File: src/hw/debug_link_pkg.sv
// Shared constants, state codes and carriers of the two-wire debug slave

package debug_link_pkg;

	// --------------------------------------------------
	// Field widths and counts
	// --------------------------------------------------
	localparam int unsigned  ADDR_W        = 7;
	localparam int unsigned  BYTE_W        = 8;
	localparam logic [3:0]   LAST_BIT      = 4'h7;
	localparam logic [3:0]   BITS_PER_BYTE = 4'h8;

	// --------------------------------------------------
	// Address space limits and control location
	// --------------------------------------------------
	localparam logic [6:0]   WR_ADDR_LAST    = 7'h30;
	localparam logic [6:0]   RD_ADDR_LAST    = 7'h20;
	localparam logic [6:0]   BUS_CTL_ADDR    = 7'h17;
	localparam int unsigned  BUS_ALLOW_BIT   = 7;

	// --------------------------------------------------
	// Reset values
	// --------------------------------------------------
	localparam logic [7:0]   BYTE_RESET  = 8'h00;
	localparam logic [6:0]   ADDR_RESET  = 7'h00;
	localparam logic [3:0]   COUNT_RESET = 4'h0;

	// --------------------------------------------------
	// Sampled line positions
	// --------------------------------------------------
	localparam int unsigned  LINE_COUNT = 3;
	localparam int unsigned  LINE_SCL   = 0;
	localparam int unsigned  LINE_SDA   = 1;
	localparam int unsigned  LINE_REQ   = 2;

	// --------------------------------------------------
	// Protocol states
	// --------------------------------------------------
	typedef enum logic [6:0] {
		ST_IDLE  = 7'h01,
		ST_ADDR  = 7'h02,
		ST_ASEP  = 7'h04,
		ST_WDATA = 7'h08,
		ST_WSEP  = 7'h10,
		ST_RDATA = 7'h20,
		ST_RSEP  = 7'h40
	} link_state_t;

	// --------------------------------------------------
	// Carriers
	// --------------------------------------------------
	typedef struct packed {
		logic        strobe;
		logic [6:0]  addr;
		logic [7:0]  data;
	} reg_write_t;

	typedef struct packed {
		logic        strobe;
		logic [6:0]  addr;
	} reg_read_t;

endpackage : debug_link_pkg

File: src/hw/two_wire_debug_unit.sv
// Slave end of the two-wire serial debug link
`timescale 1ns/1ps
`default_nettype none

module two_wire_debug_unit (
	// Clock and reset
	input  wire logic                        clk,
	input  wire logic                        reset,
	// Serial link pins
	input  wire logic                        debug_serial_clock,
	input  wire logic                        debug_serial_data_in,
	output logic                             debug_serial_data_out,
	output logic                             debug_serial_data_oe,
	// External bus arbitration pins
	input  wire logic                        bus_request_in,
	output logic                             bus_grant_out,
	// Debug register access toward the core
	output debug_link_pkg::reg_write_t       reg_write,
	output debug_link_pkg::reg_read_t        reg_read,
	input  wire logic [7:0]                  reg_read_data,
	// Processor control
	input  wire logic                        break_request,
	output logic                             cpu_halt,
	output logic                             pc_advance_two,
	// Status
	output logic                             bus_grant_allow,
	output logic                             link_busy
);

	// --------------------------------------------------
	// State
	// --------------------------------------------------
	typedef struct packed {
		debug_link_pkg::link_state_t fsm;
		logic [3:0]                  bit_cnt;
		logic [7:0]                  shifter;
		logic [6:0]                  reg_addr;
		logic                        dir_read;
		logic                        busy;
		logic                        allow;
		logic                        grant;
		logic                        sda_out;
		logic                        sda_oe;
		logic                        wr_stb;
		logic [6:0]                  wr_addr;
		logic [7:0]                  wr_data;
		logic                        rd_stb;
		logic                        pc_step;
		logic                        halt;
	} unit_state_t;

	unit_state_t st;
	unit_state_t next_st;

	// --------------------------------------------------
	// Pin sampling
	// --------------------------------------------------
	logic [2:0] line_now;
	logic [2:0] line_prev;

	line_sampler u_sampler (
		.clk        (clk),
		.reset      (reset),
		.raw        ({bus_request_in, debug_serial_data_in, debug_serial_clock}),
		.level      (line_now),
		.level_prev (line_prev)
	);

	logic scl;
	logic sda;
	logic req;
	logic scl_rise;
	logic scl_fall;
	logic start_seen;
	logic [7:0] shifted_in;

	assign scl        = line_now[debug_link_pkg::LINE_SCL];
	assign sda        = line_now[debug_link_pkg::LINE_SDA];
	assign req        = line_now[debug_link_pkg::LINE_REQ];
	// Clock is only ever an input here; edges found by sampling
	assign scl_rise   = scl & ~line_prev[debug_link_pkg::LINE_SCL];
	assign scl_fall   = ~scl & line_prev[debug_link_pkg::LINE_SCL];
	// Needs clock high in both samples so a clock edge is not taken for a start
	assign start_seen = scl & line_prev[debug_link_pkg::LINE_SCL]
		& line_prev[debug_link_pkg::LINE_SDA] & ~sda;
	// Earliest bit ends up in bit 7
	assign shifted_in = {st.shifter[6:0], sda};

	// --------------------------------------------------
	// Phase decodes
	// --------------------------------------------------
	logic byte_in_done;
	logic read_loading;
	logic read_byte_over;
	logic wr_addr_held;
	logic rd_addr_held;
	logic bus_ctl_hit;
	logic grant_open;

	assign byte_in_done   = (st.bit_cnt == debug_link_pkg::LAST_BIT);
	// Read byte loads on its first fall and lets go after the eighth bit
	assign read_loading   = (st.bit_cnt == debug_link_pkg::COUNT_RESET);
	assign read_byte_over = (st.bit_cnt == debug_link_pkg::BITS_PER_BYTE);
	// Counters park at the top of each space
	assign wr_addr_held   = (st.reg_addr == debug_link_pkg::WR_ADDR_LAST);
	assign rd_addr_held   = (st.reg_addr == debug_link_pkg::RD_ADDR_LAST);
	assign bus_ctl_hit    = (st.reg_addr == debug_link_pkg::BUS_CTL_ADDR);
	assign grant_open     = req & st.allow & ~st.busy;

	// --------------------------------------------------
	// Next state
	// --------------------------------------------------
	always_comb begin
		next_st         = st;
		next_st.wr_stb  = 1'b0;
		next_st.rd_stb  = 1'b0;
		next_st.pc_step = 1'b0;

		// Break hold reaches the processor only; this block never gates a clock
		next_st.halt = break_request;

		if (start_seen) begin
			// A start aborts anything in flight, including a read byte
			next_st.fsm     = debug_link_pkg::ST_ADDR;
			next_st.bit_cnt = debug_link_pkg::COUNT_RESET;
			next_st.busy    = 1'b1;
			next_st.sda_out = 1'b0;
			next_st.sda_oe  = 1'b0;
		end else begin
			// Rising data with clock high has no branch of its own
			case (st.fsm)
				// --------------------------------------------------
				// Waiting for a start
				// --------------------------------------------------
				debug_link_pkg::ST_IDLE: begin
					next_st.sda_oe = 1'b0;
				end

				// --------------------------------------------------
				// Address byte and its separator
				// --------------------------------------------------
				debug_link_pkg::ST_ADDR: begin
					if (scl_rise) begin
						next_st.shifter = shifted_in;
						if (byte_in_done) begin
							next_st.reg_addr = shifted_in[7:1];
							next_st.dir_read = shifted_in[0];
							next_st.bit_cnt  = debug_link_pkg::COUNT_RESET;
							next_st.fsm      = debug_link_pkg::ST_ASEP;
						end else begin
							next_st.bit_cnt = st.bit_cnt + 4'h1;
						end
					end
				end
				debug_link_pkg::ST_ASEP: begin
					if (scl_rise) begin
						next_st.busy    = ~sda;
						next_st.bit_cnt = debug_link_pkg::COUNT_RESET;
						if (st.dir_read) begin
							next_st.fsm = debug_link_pkg::ST_RDATA;
						end else begin
							next_st.fsm = debug_link_pkg::ST_WDATA;
						end
					end
				end

				// --------------------------------------------------
				// Write bytes
				// --------------------------------------------------
				debug_link_pkg::ST_WDATA: begin
					if (scl_rise) begin
						next_st.shifter = shifted_in;
						if (byte_in_done) begin
							// Write goes to the write-only space at this address
							next_st.wr_stb  = 1'b1;
							next_st.wr_addr = st.reg_addr;
							next_st.wr_data = shifted_in;
							if (bus_ctl_hit) begin
								next_st.allow = shifted_in[debug_link_pkg::BUS_ALLOW_BIT];
							end
							if (!wr_addr_held) begin
								next_st.reg_addr = st.reg_addr + 7'h01;
							end
							next_st.bit_cnt = debug_link_pkg::COUNT_RESET;
							next_st.fsm     = debug_link_pkg::ST_WSEP;
						end else begin
							next_st.bit_cnt = st.bit_cnt + 4'h1;
						end
					end
				end
				debug_link_pkg::ST_WSEP: begin
					if (scl_rise) begin
						// Ninth clock; either level keeps the write going
						next_st.busy = ~sda;
						next_st.fsm  = debug_link_pkg::ST_WDATA;
					end
				end

				// --------------------------------------------------
				// Read bytes
				// --------------------------------------------------
				debug_link_pkg::ST_RDATA: begin
					if (scl_fall) begin
						if (read_byte_over) begin
							// Separator belongs to the master
							next_st.sda_out = 1'b0;
							next_st.sda_oe  = 1'b0;
							next_st.bit_cnt = debug_link_pkg::COUNT_RESET;
							next_st.fsm     = debug_link_pkg::ST_RSEP;
						end else if (read_loading) begin
							// Read strobe lets the core apply its read side effects
							next_st.rd_stb  = 1'b1;
							next_st.pc_step = 1'b1;
							next_st.shifter = {reg_read_data[6:0], 1'b0};
							next_st.sda_out = reg_read_data[7];
							next_st.sda_oe  = 1'b1;
							next_st.bit_cnt = 4'h1;
						end else begin
							next_st.sda_out = st.shifter[7];
							next_st.shifter = {st.shifter[6:0], 1'b0};
							next_st.bit_cnt = st.bit_cnt + 4'h1;
						end
					end
				end
				debug_link_pkg::ST_RSEP: begin
					if (scl_rise) begin
						next_st.busy = ~sda;
						if (!rd_addr_held) begin
							next_st.reg_addr = st.reg_addr + 7'h01;
						end
						next_st.fsm = debug_link_pkg::ST_RDATA;
					end
				end

				// Unused codes fall back to waiting for a start
				default: begin
					next_st.fsm    = debug_link_pkg::ST_IDLE;
					next_st.sda_oe = 1'b0;
				end
			endcase
		end

		// --------------------------------------------------
		// Bus grant
		// --------------------------------------------------
		// Grant held while request stays, so the bus is not yanked mid-cycle
		if (st.grant) begin
			next_st.grant = req;
		end else begin
			next_st.grant = grant_open;
		end
	end

	// --------------------------------------------------
	// Registers
	// --------------------------------------------------
	always_ff @(posedge clk or posedge reset) begin
		if (reset) begin
			// Line released and grant dropped while reset holds
			st.fsm      <= debug_link_pkg::ST_IDLE;
			st.bit_cnt  <= debug_link_pkg::COUNT_RESET;
			st.shifter  <= debug_link_pkg::BYTE_RESET;
			st.reg_addr <= debug_link_pkg::ADDR_RESET;
			st.dir_read <= 1'b0;
			st.busy     <= 1'b0;
			st.allow    <= 1'b0;
			st.grant    <= 1'b0;
			st.sda_out  <= 1'b0;
			st.sda_oe   <= 1'b0;
			st.wr_stb   <= 1'b0;
			st.wr_addr  <= debug_link_pkg::ADDR_RESET;
			st.wr_data  <= debug_link_pkg::BYTE_RESET;
			st.rd_stb   <= 1'b0;
			st.pc_step  <= 1'b0;
			st.halt     <= 1'b0;
		end else begin
			st <= next_st;
		end
	end

	// --------------------------------------------------
	// Outputs
	// --------------------------------------------------
	// Link and bus pins
	assign debug_serial_data_out = st.sda_out;
	assign debug_serial_data_oe  = st.sda_oe;
	assign bus_grant_out         = st.grant;

	// Register access
	assign reg_write.strobe      = st.wr_stb;
	assign reg_write.addr        = st.wr_addr;
	assign reg_write.data        = st.wr_data;
	assign reg_read.strobe       = st.rd_stb;
	assign reg_read.addr         = st.reg_addr;

	// Processor and bus status
	assign cpu_halt              = st.halt;
	assign pc_advance_two        = st.pc_step;
	assign bus_grant_allow       = st.allow;
	assign link_busy             = st.busy;

endmodule : two_wire_debug_unit

`default_nettype wire

File: src/hw/line_sampler.sv
// Two-stage synchronisers plus a history stage for the serial and bus request pins
`timescale 1ns/1ps
`default_nettype none

module line_sampler (
	// Clock and reset
	input  wire logic        clk,
	input  wire logic        reset,
	// Raw pins
	input  wire logic [2:0]  raw,
	// Synchronised level and its previous value
	output logic      [2:0]  level,
	output logic      [2:0]  level_prev
);

	typedef struct packed {
		logic [2:0] meta;
		logic [2:0] sync;
		logic [2:0] hist;
	} sampler_state_t;

	sampler_state_t st;
	sampler_state_t next_st;

	// --------------------------------------------------
	// Stages
	// --------------------------------------------------
	// Idle lines float high, so stages reset to one
	always_comb begin
		next_st      = st;
		next_st.meta = raw;
		next_st.sync = st.meta;
		next_st.hist = st.sync;
	end

	always_ff @(posedge clk or posedge reset) begin
		if (reset) begin
			st <= '1;
		end else begin
			st <= next_st;
		end
	end

	assign level      = st.sync;
	assign level_prev = st.hist;

endmodule : line_sampler

`default_nettype wire

File: config.mk
export PLATFORM = sky130hd
export DESIGN_NAME = two_wire_debug_unit
export DESIGN_NICKNAME = d
export VERILOG_FILES = /design/src/hw/debug_link_pkg.sv /design/src/hw/two_wire_debug_unit.sv /design/src/hw/line_sampler.sv
export SDC_FILE = /design/constraint.sdc
export NUM_CORES = 1
export LEC_CHECK = 0
export ABC_CLOCK_PERIOD_IN_PS = 3130
export BUFFER_PORTS_ARGS = -buffer_cell sky130_fd_sc_hd__buf_2
export CAP_MARGIN = 20
export CORE_UTILIZATION = 55
export DETAILED_ROUTE_END_ITERATION = 8
export PLACE_DENSITY = 0.81
export SLEW_MARGIN = 20
export SYNTH_ARGS = -nofsm -noshare
export SYNTH_HDL_FRONTEND = slang
export SYNTH_SLANG_ARGS = --single-unit
File: constraint.sdc
create_clock -name clk -period 3.13 [get_ports clk]
set_clock_uncertainty 0.2 [all_clocks]
set_input_delay 0.626 -clock clk [delete_from_list [all_inputs] [get_ports clk]]
set_output_delay 0.626 -clock clk [all_outputs]
set_load 0.01 [all_outputs]
== Word-level counts from Yosys, hierarchy flattened ==
Cells that the tools add are included.

* Bits in registers: 59
* Output and inout port bits: 31
* Word-level logic and storage cells: 129

* Multiplexer cells: 43
* Bitwise gates (word level): 12
* $add $sub $neg: 2
* Equality and inequality tests: 33
* Reductions and logical operators: 20

{| class="wikitable"
|+ Operators by type and width
! cell !! count
|-
| 7-bit 2-to-1 mux || 9
|-
| 7-bit one-hot mux with 7 select lines || 1
|-
| 16-bit 2-to-1 mux || 3
|-
| 27-bit 2-to-1 mux || 1
|-
| 3-bit inequality test (second input constant) || 9
|-
| 26-bit 2-to-1 mux || 1
|-
| 8-bit one-hot mux with 3 select lines || 1
|-
| 11-bit 2-to-1 mux || 2
|-
| 7-bit by 6-bit equality test with 1-bit output (second input constant) || 3
|-
| 7-bit one-hot mux with 3 select lines || 1
|-
| 2-bit inequality test (second input constant) || 10
|-
| 19-bit 2-to-1 mux || 1
|-
| 18-bit 2-to-1 mux || 1
|-
| 8-bit 2-to-1 mux || 2
|-
| 4-bit one-hot mux with 4 select lines || 1
|-
| 7-bit by 5-bit equality test with 1-bit output (second input constant) || 2
|-
| 2-bit 2-to-1 mux || 7
|-
| 12-bit 2-to-1 mux || 1
|-
| 10-bit AND reduction || 1
|-
| 5-bit AND reduction || 2
|-
| 9-bit AND reduction || 1
|-
| 4-bit 2-to-1 mux || 2
|-
| 4-bit AND reduction || 2
|-
| 2-bit nonzero test || 4
|-
| other kinds (24) || 42
|}

== Longest topological paths before layout ==
* Word-level depth: 6
* Mapped depth: 9

== Cells and area by module ==
A second synthesis with hierarchy kept.

* Cell total of the unflattened synthesis: 335
* Area total of the unflattened synthesis: 3349.5 um^2

{| class="wikitable"
|+ By module, submodules not included
! module !! times used !! cells an instance !! area each (um^2)
|-
| two_wire_debug_unit || 1 || 322 || 3086.7
|-
| line_sampler || 1 || 13 || 262.8
|}

== Least setup slack after synthesis ==
No wires, ideal clock.

* Kind: register to register
* From: register st[49] in the netlist's numbering
* To: register st, in the netlist reg_read[4]
* Buffers on the path: 2
* Stages on the path, launching flop included: 8
* Clock period less this slack: 2.713 ns
* Library setup time: 0.126 ns
* Path slack: 0.417 ns
* Arrival: 2.387 ns
* Data required time: 2.804 ns
* Cells stage by stage: dfrtp_1 -> buf_6 -> or4_4 -> or4b_4 -> a2bb2oi_2 -> or2_1 -> buf_6 -> o32a_1

* Longest elaborated chain between the ends: 3
* Elaborated cells between the ends (all ways): 13

{| class="wikitable"
|+ Ends and longest elaborated chain
! element !! RTL line !! text
|-
| start: declaration || two_wire_debug_unit.sv:52 || <nowiki>unit_state_t st;</nowiki>
|-
| start signal: assignment || two_wire_debug_unit.sv:277 || <nowiki>st <= next_st;</nowiki>
|-
| 7-bit equality test (tied with other cells) || two_wire_debug_unit.sv:131 || <nowiki>case (st.fsm)</nowiki>
|-
| 2-bit inequality test (no source line) or 3-bit nonzero test (tied branches) || - ||
|-
| 9-bit AND reduction (no source line) || - ||
|}

Parallel ways exist; a longest one is shown, timed or not.
A chain may end at the register's enable or synchronous reset.

== Worst setup path after layout ==
Same ends and word-level chain as after synthesis.

==> flow_summary.toml <==
[layout]
layout-drive-gt1-share_pct = 29.6
diodes = 0
n_fill_cell = 476
final_net_count = 351
fin_util_pct = 63.1
area.growth.synth_to_final_pct = 10.4

[detailed_routing]
drtPass1Iterations = 4
drt-initial-drc-count = 271
drc = 0
via_per_inst = 5.95
ant_nets = 0
wirelength_mm = 6.78
vias = 2441
wl_per_cell_um = 16.5

[worst_setup_path]
cp-start-kind = "flip-flop"
end_kind = "flip-flop"
cp.arrival_ns = 2.94
crit_path_max_fanout = 12
worstPathRequired_ns = 3.16
crit_type = "flip-flop to flip-flop"

[status]
status = "finished, final reports clean"

[yosys]
avgSynthCellArea_um2 = 10.1
synth_enable_flop_cells = 0
synth-async-reset-ratio_pct = 100
synthesis.area_um2 = 3160
yosysSeqAreaShare_pct = 46.2
ys_ff_latch = 58
synth_cell_types = 64
synthFlopType = "dfrtp_1"
syn-num-nets = 330
syn-instance-count = 312
ys_warn_count = 0

[grt]
grt_pass1_vias = 2295
overflow = 0
antenna_found_initial = 0
grt_pass1_wl_mm = 11.5
grt_usage_pct = 25.0
grt_start_max_net_pins = 59

[die]
num_rows = 27
die_area_um2 = 6060
io_pins = 45
fp.dieW_um = 77.9
start_util_pct = 57.1
die_h_um = 77.9
core-area_um2 = 5540

[sta]
setup_viol = 0
min_period_ns = 2.91
drv_slew = 0
finalHoldViolations = 0
rsz0062_at_grt = "no"
tightest_slew_ns = 0.750
fin_crit_sh_pct = 92.9
timing.slew.headroom_pct = 49.6
fmaxAchievable_mhz = 344
tns_ns = 0

[cts]
clockBufferDepth = 2
cts.htree.levels = 3
clk_latency_ns = 0.34
cts_hold_buf = 0
path_clk_slew_ns = 0.07
cts-buffers-inserted = 9
cts-root-buf = "clkbuf_8"
cts_tree = "built"
post_cts_buffers = 0
ctsResizeCount = 0
cts_sinks = 58

[pwr]
p_per_area_nw_per_um2 = 510
power.leakage_nw = 1.67
ir_worst_vdd_v = 0.000332

[placed_design]
dp.final_hpwl_mm = 4.64
place_congestion = 0.870
io_buffers = 44

[hold_path]
min_path_type = "flip-flop to flip-flop"

[job]
maxCapViolations = 0
[placed cells by master (no fill, tap or decap), types with 6 or more instances in the layout]
master	instances
buf_2	44
a211oi_1	6
inv_1	11
dfrtp_1	49
nor3_1	8
o21ai_0	23
a22oi_1	8
a21oi_1	17
dfstp_2	9
nand2_1	21
o31ai_1	6
mux2_2	14
nor2_1	7
clkbuf_8	10
buf_4	8
[kinds of logic after synthesis]
kind of cell / count (synthesis) / share of synthesized area [%]
AOI/OAI and AO/OA: 92 / 19.8
xor gates and xnor gates: 4 / 1.11
adders and majority gates: 4 / 1.58
buffers and inverters: 54 / 9.85
DFF: 58 / 46.2
muxes: 15 / 5.30
and+or+nand+nor: 85 / 16.2
[layer usage]
metal | part of all wire (%) | routed length (um) | track usage [%] | up-vias
li1 | - | - | - | 1159
met1 | 47 | 3170 | 35.4 | 1174
met2 | 46 | 3090 | 36.7 | 97
met3 | 6.0 | 407 | 5.88 | 11
met4 | 1.6 | 108 | 10.0 | 0
met5 | 0 | 0 | 0 | -
[path summary, 6_finish.rpt]
| kind | startpoint | endpoint | slack, ns | cells after the start |
|---|---|---|---|---|
| min in group asynchronous | reset | cpu_halt | 0.27 | 3 |
| max in group asynchronous | reset | link_busy | 1.99 | 3 |
| setup reg to reg | st[49] | reg_read[4] | 0.22 | 5 |
| hold / removal | u_sampler.next_st[5] | u_sampler.level[2] | 0.16 | 0 |
| setup / recovery | st[49] | reg_read[4] | 0.22 | 5 |
| hold reg to reg | u_sampler.next_st[5] | u_sampler.level[2] | 0.16 | 0 |
[metrics by stage]
step	hold WS [ns]	cell area, um^2	setup slack [ns]	std cells	power (mW)
finish	0.157	3490	0.221	410	1.78
detailed placement	0.149	3270	0.248	394	1.00
global route	0.159	3490	0.168	410	1.85
global placement	0.146	3270	0.301	394	0.999
floorplan	0.145	3160	0.417	312	0.943
CTS	0.159	3490	0.242	410	1.79
[area by class of cell]
cell class / instances / area (um^2) / area share [%]
clock buffer: 10 / 138 / 3.94
clock inverter: 6 / 88.8 / 2.54
inverter: 12 / 45.0 / 1.29
multi-input combinational: 200 / 1390 / 39.8
sequential: 58 / 1460 / 41.9
tap: 72 / 90.1 / 2.58
timing repair buffer: 52 / 280 / 8.02
[critical path, cell delays in order (launching register included)]
cell       delay (ns)
dfrtp_1          0.48
or4_4            0.57
or4b_4           0.58
a2bb2oi_2        0.24
or2_1            0.34
o32a_1           0.37
[synthesized netlist by cell type, types with 3 or more instances]
cell       n  area (um^2)
dfrtp_1   49         1230
buf_4     24          180
o21ai_0   23          115
nand2_1   21         78.8
a21oi_1   17         85.1
mux2_2    14          158
clkbuf_1  13         48.8
inv_1     12         45.0
dfstp_2    9          236
a22oi_1    8         60.1
nor3_1     8         40.0
nor2_1     7         26.3
a211oi_1   6         45.0
o31ai_1    6         45.0
a21o_1     4         30.0
a31oi_1    4         25.0
and3_1     4         25.0
ha_1       4         50.1
nand2b_1   4         25.0
nand3_1    4         20.0
nor2b_1    4         25.0
a22o_1     3         26.3
and2_1     3         18.8
buf_2      3         15.0
nor4_1     3         18.8
nor4b_1    3         26.3
or3_1      3         18.8
[state kept, by name, summed over array words and instances, names as in the netlist, 2 cells and up]
signal / flops
st: 13
reg_write: 16
u_sampler.level_prev: 2
reg_read: 7
u_sampler.level: 3
shifted_in: 7
u_sampler.next_st: 3
[where the power goes]
group,total (mW),internal [mW],switching [mW]
Clock,0.787,0.471,0.317
Combinational,0.155,0.0580,0.0972
Sequential,0.840,0.796,0.0445
Total,1.78,1.32,0.459
No activity file was read; power rests on OpenSTA's default activity.
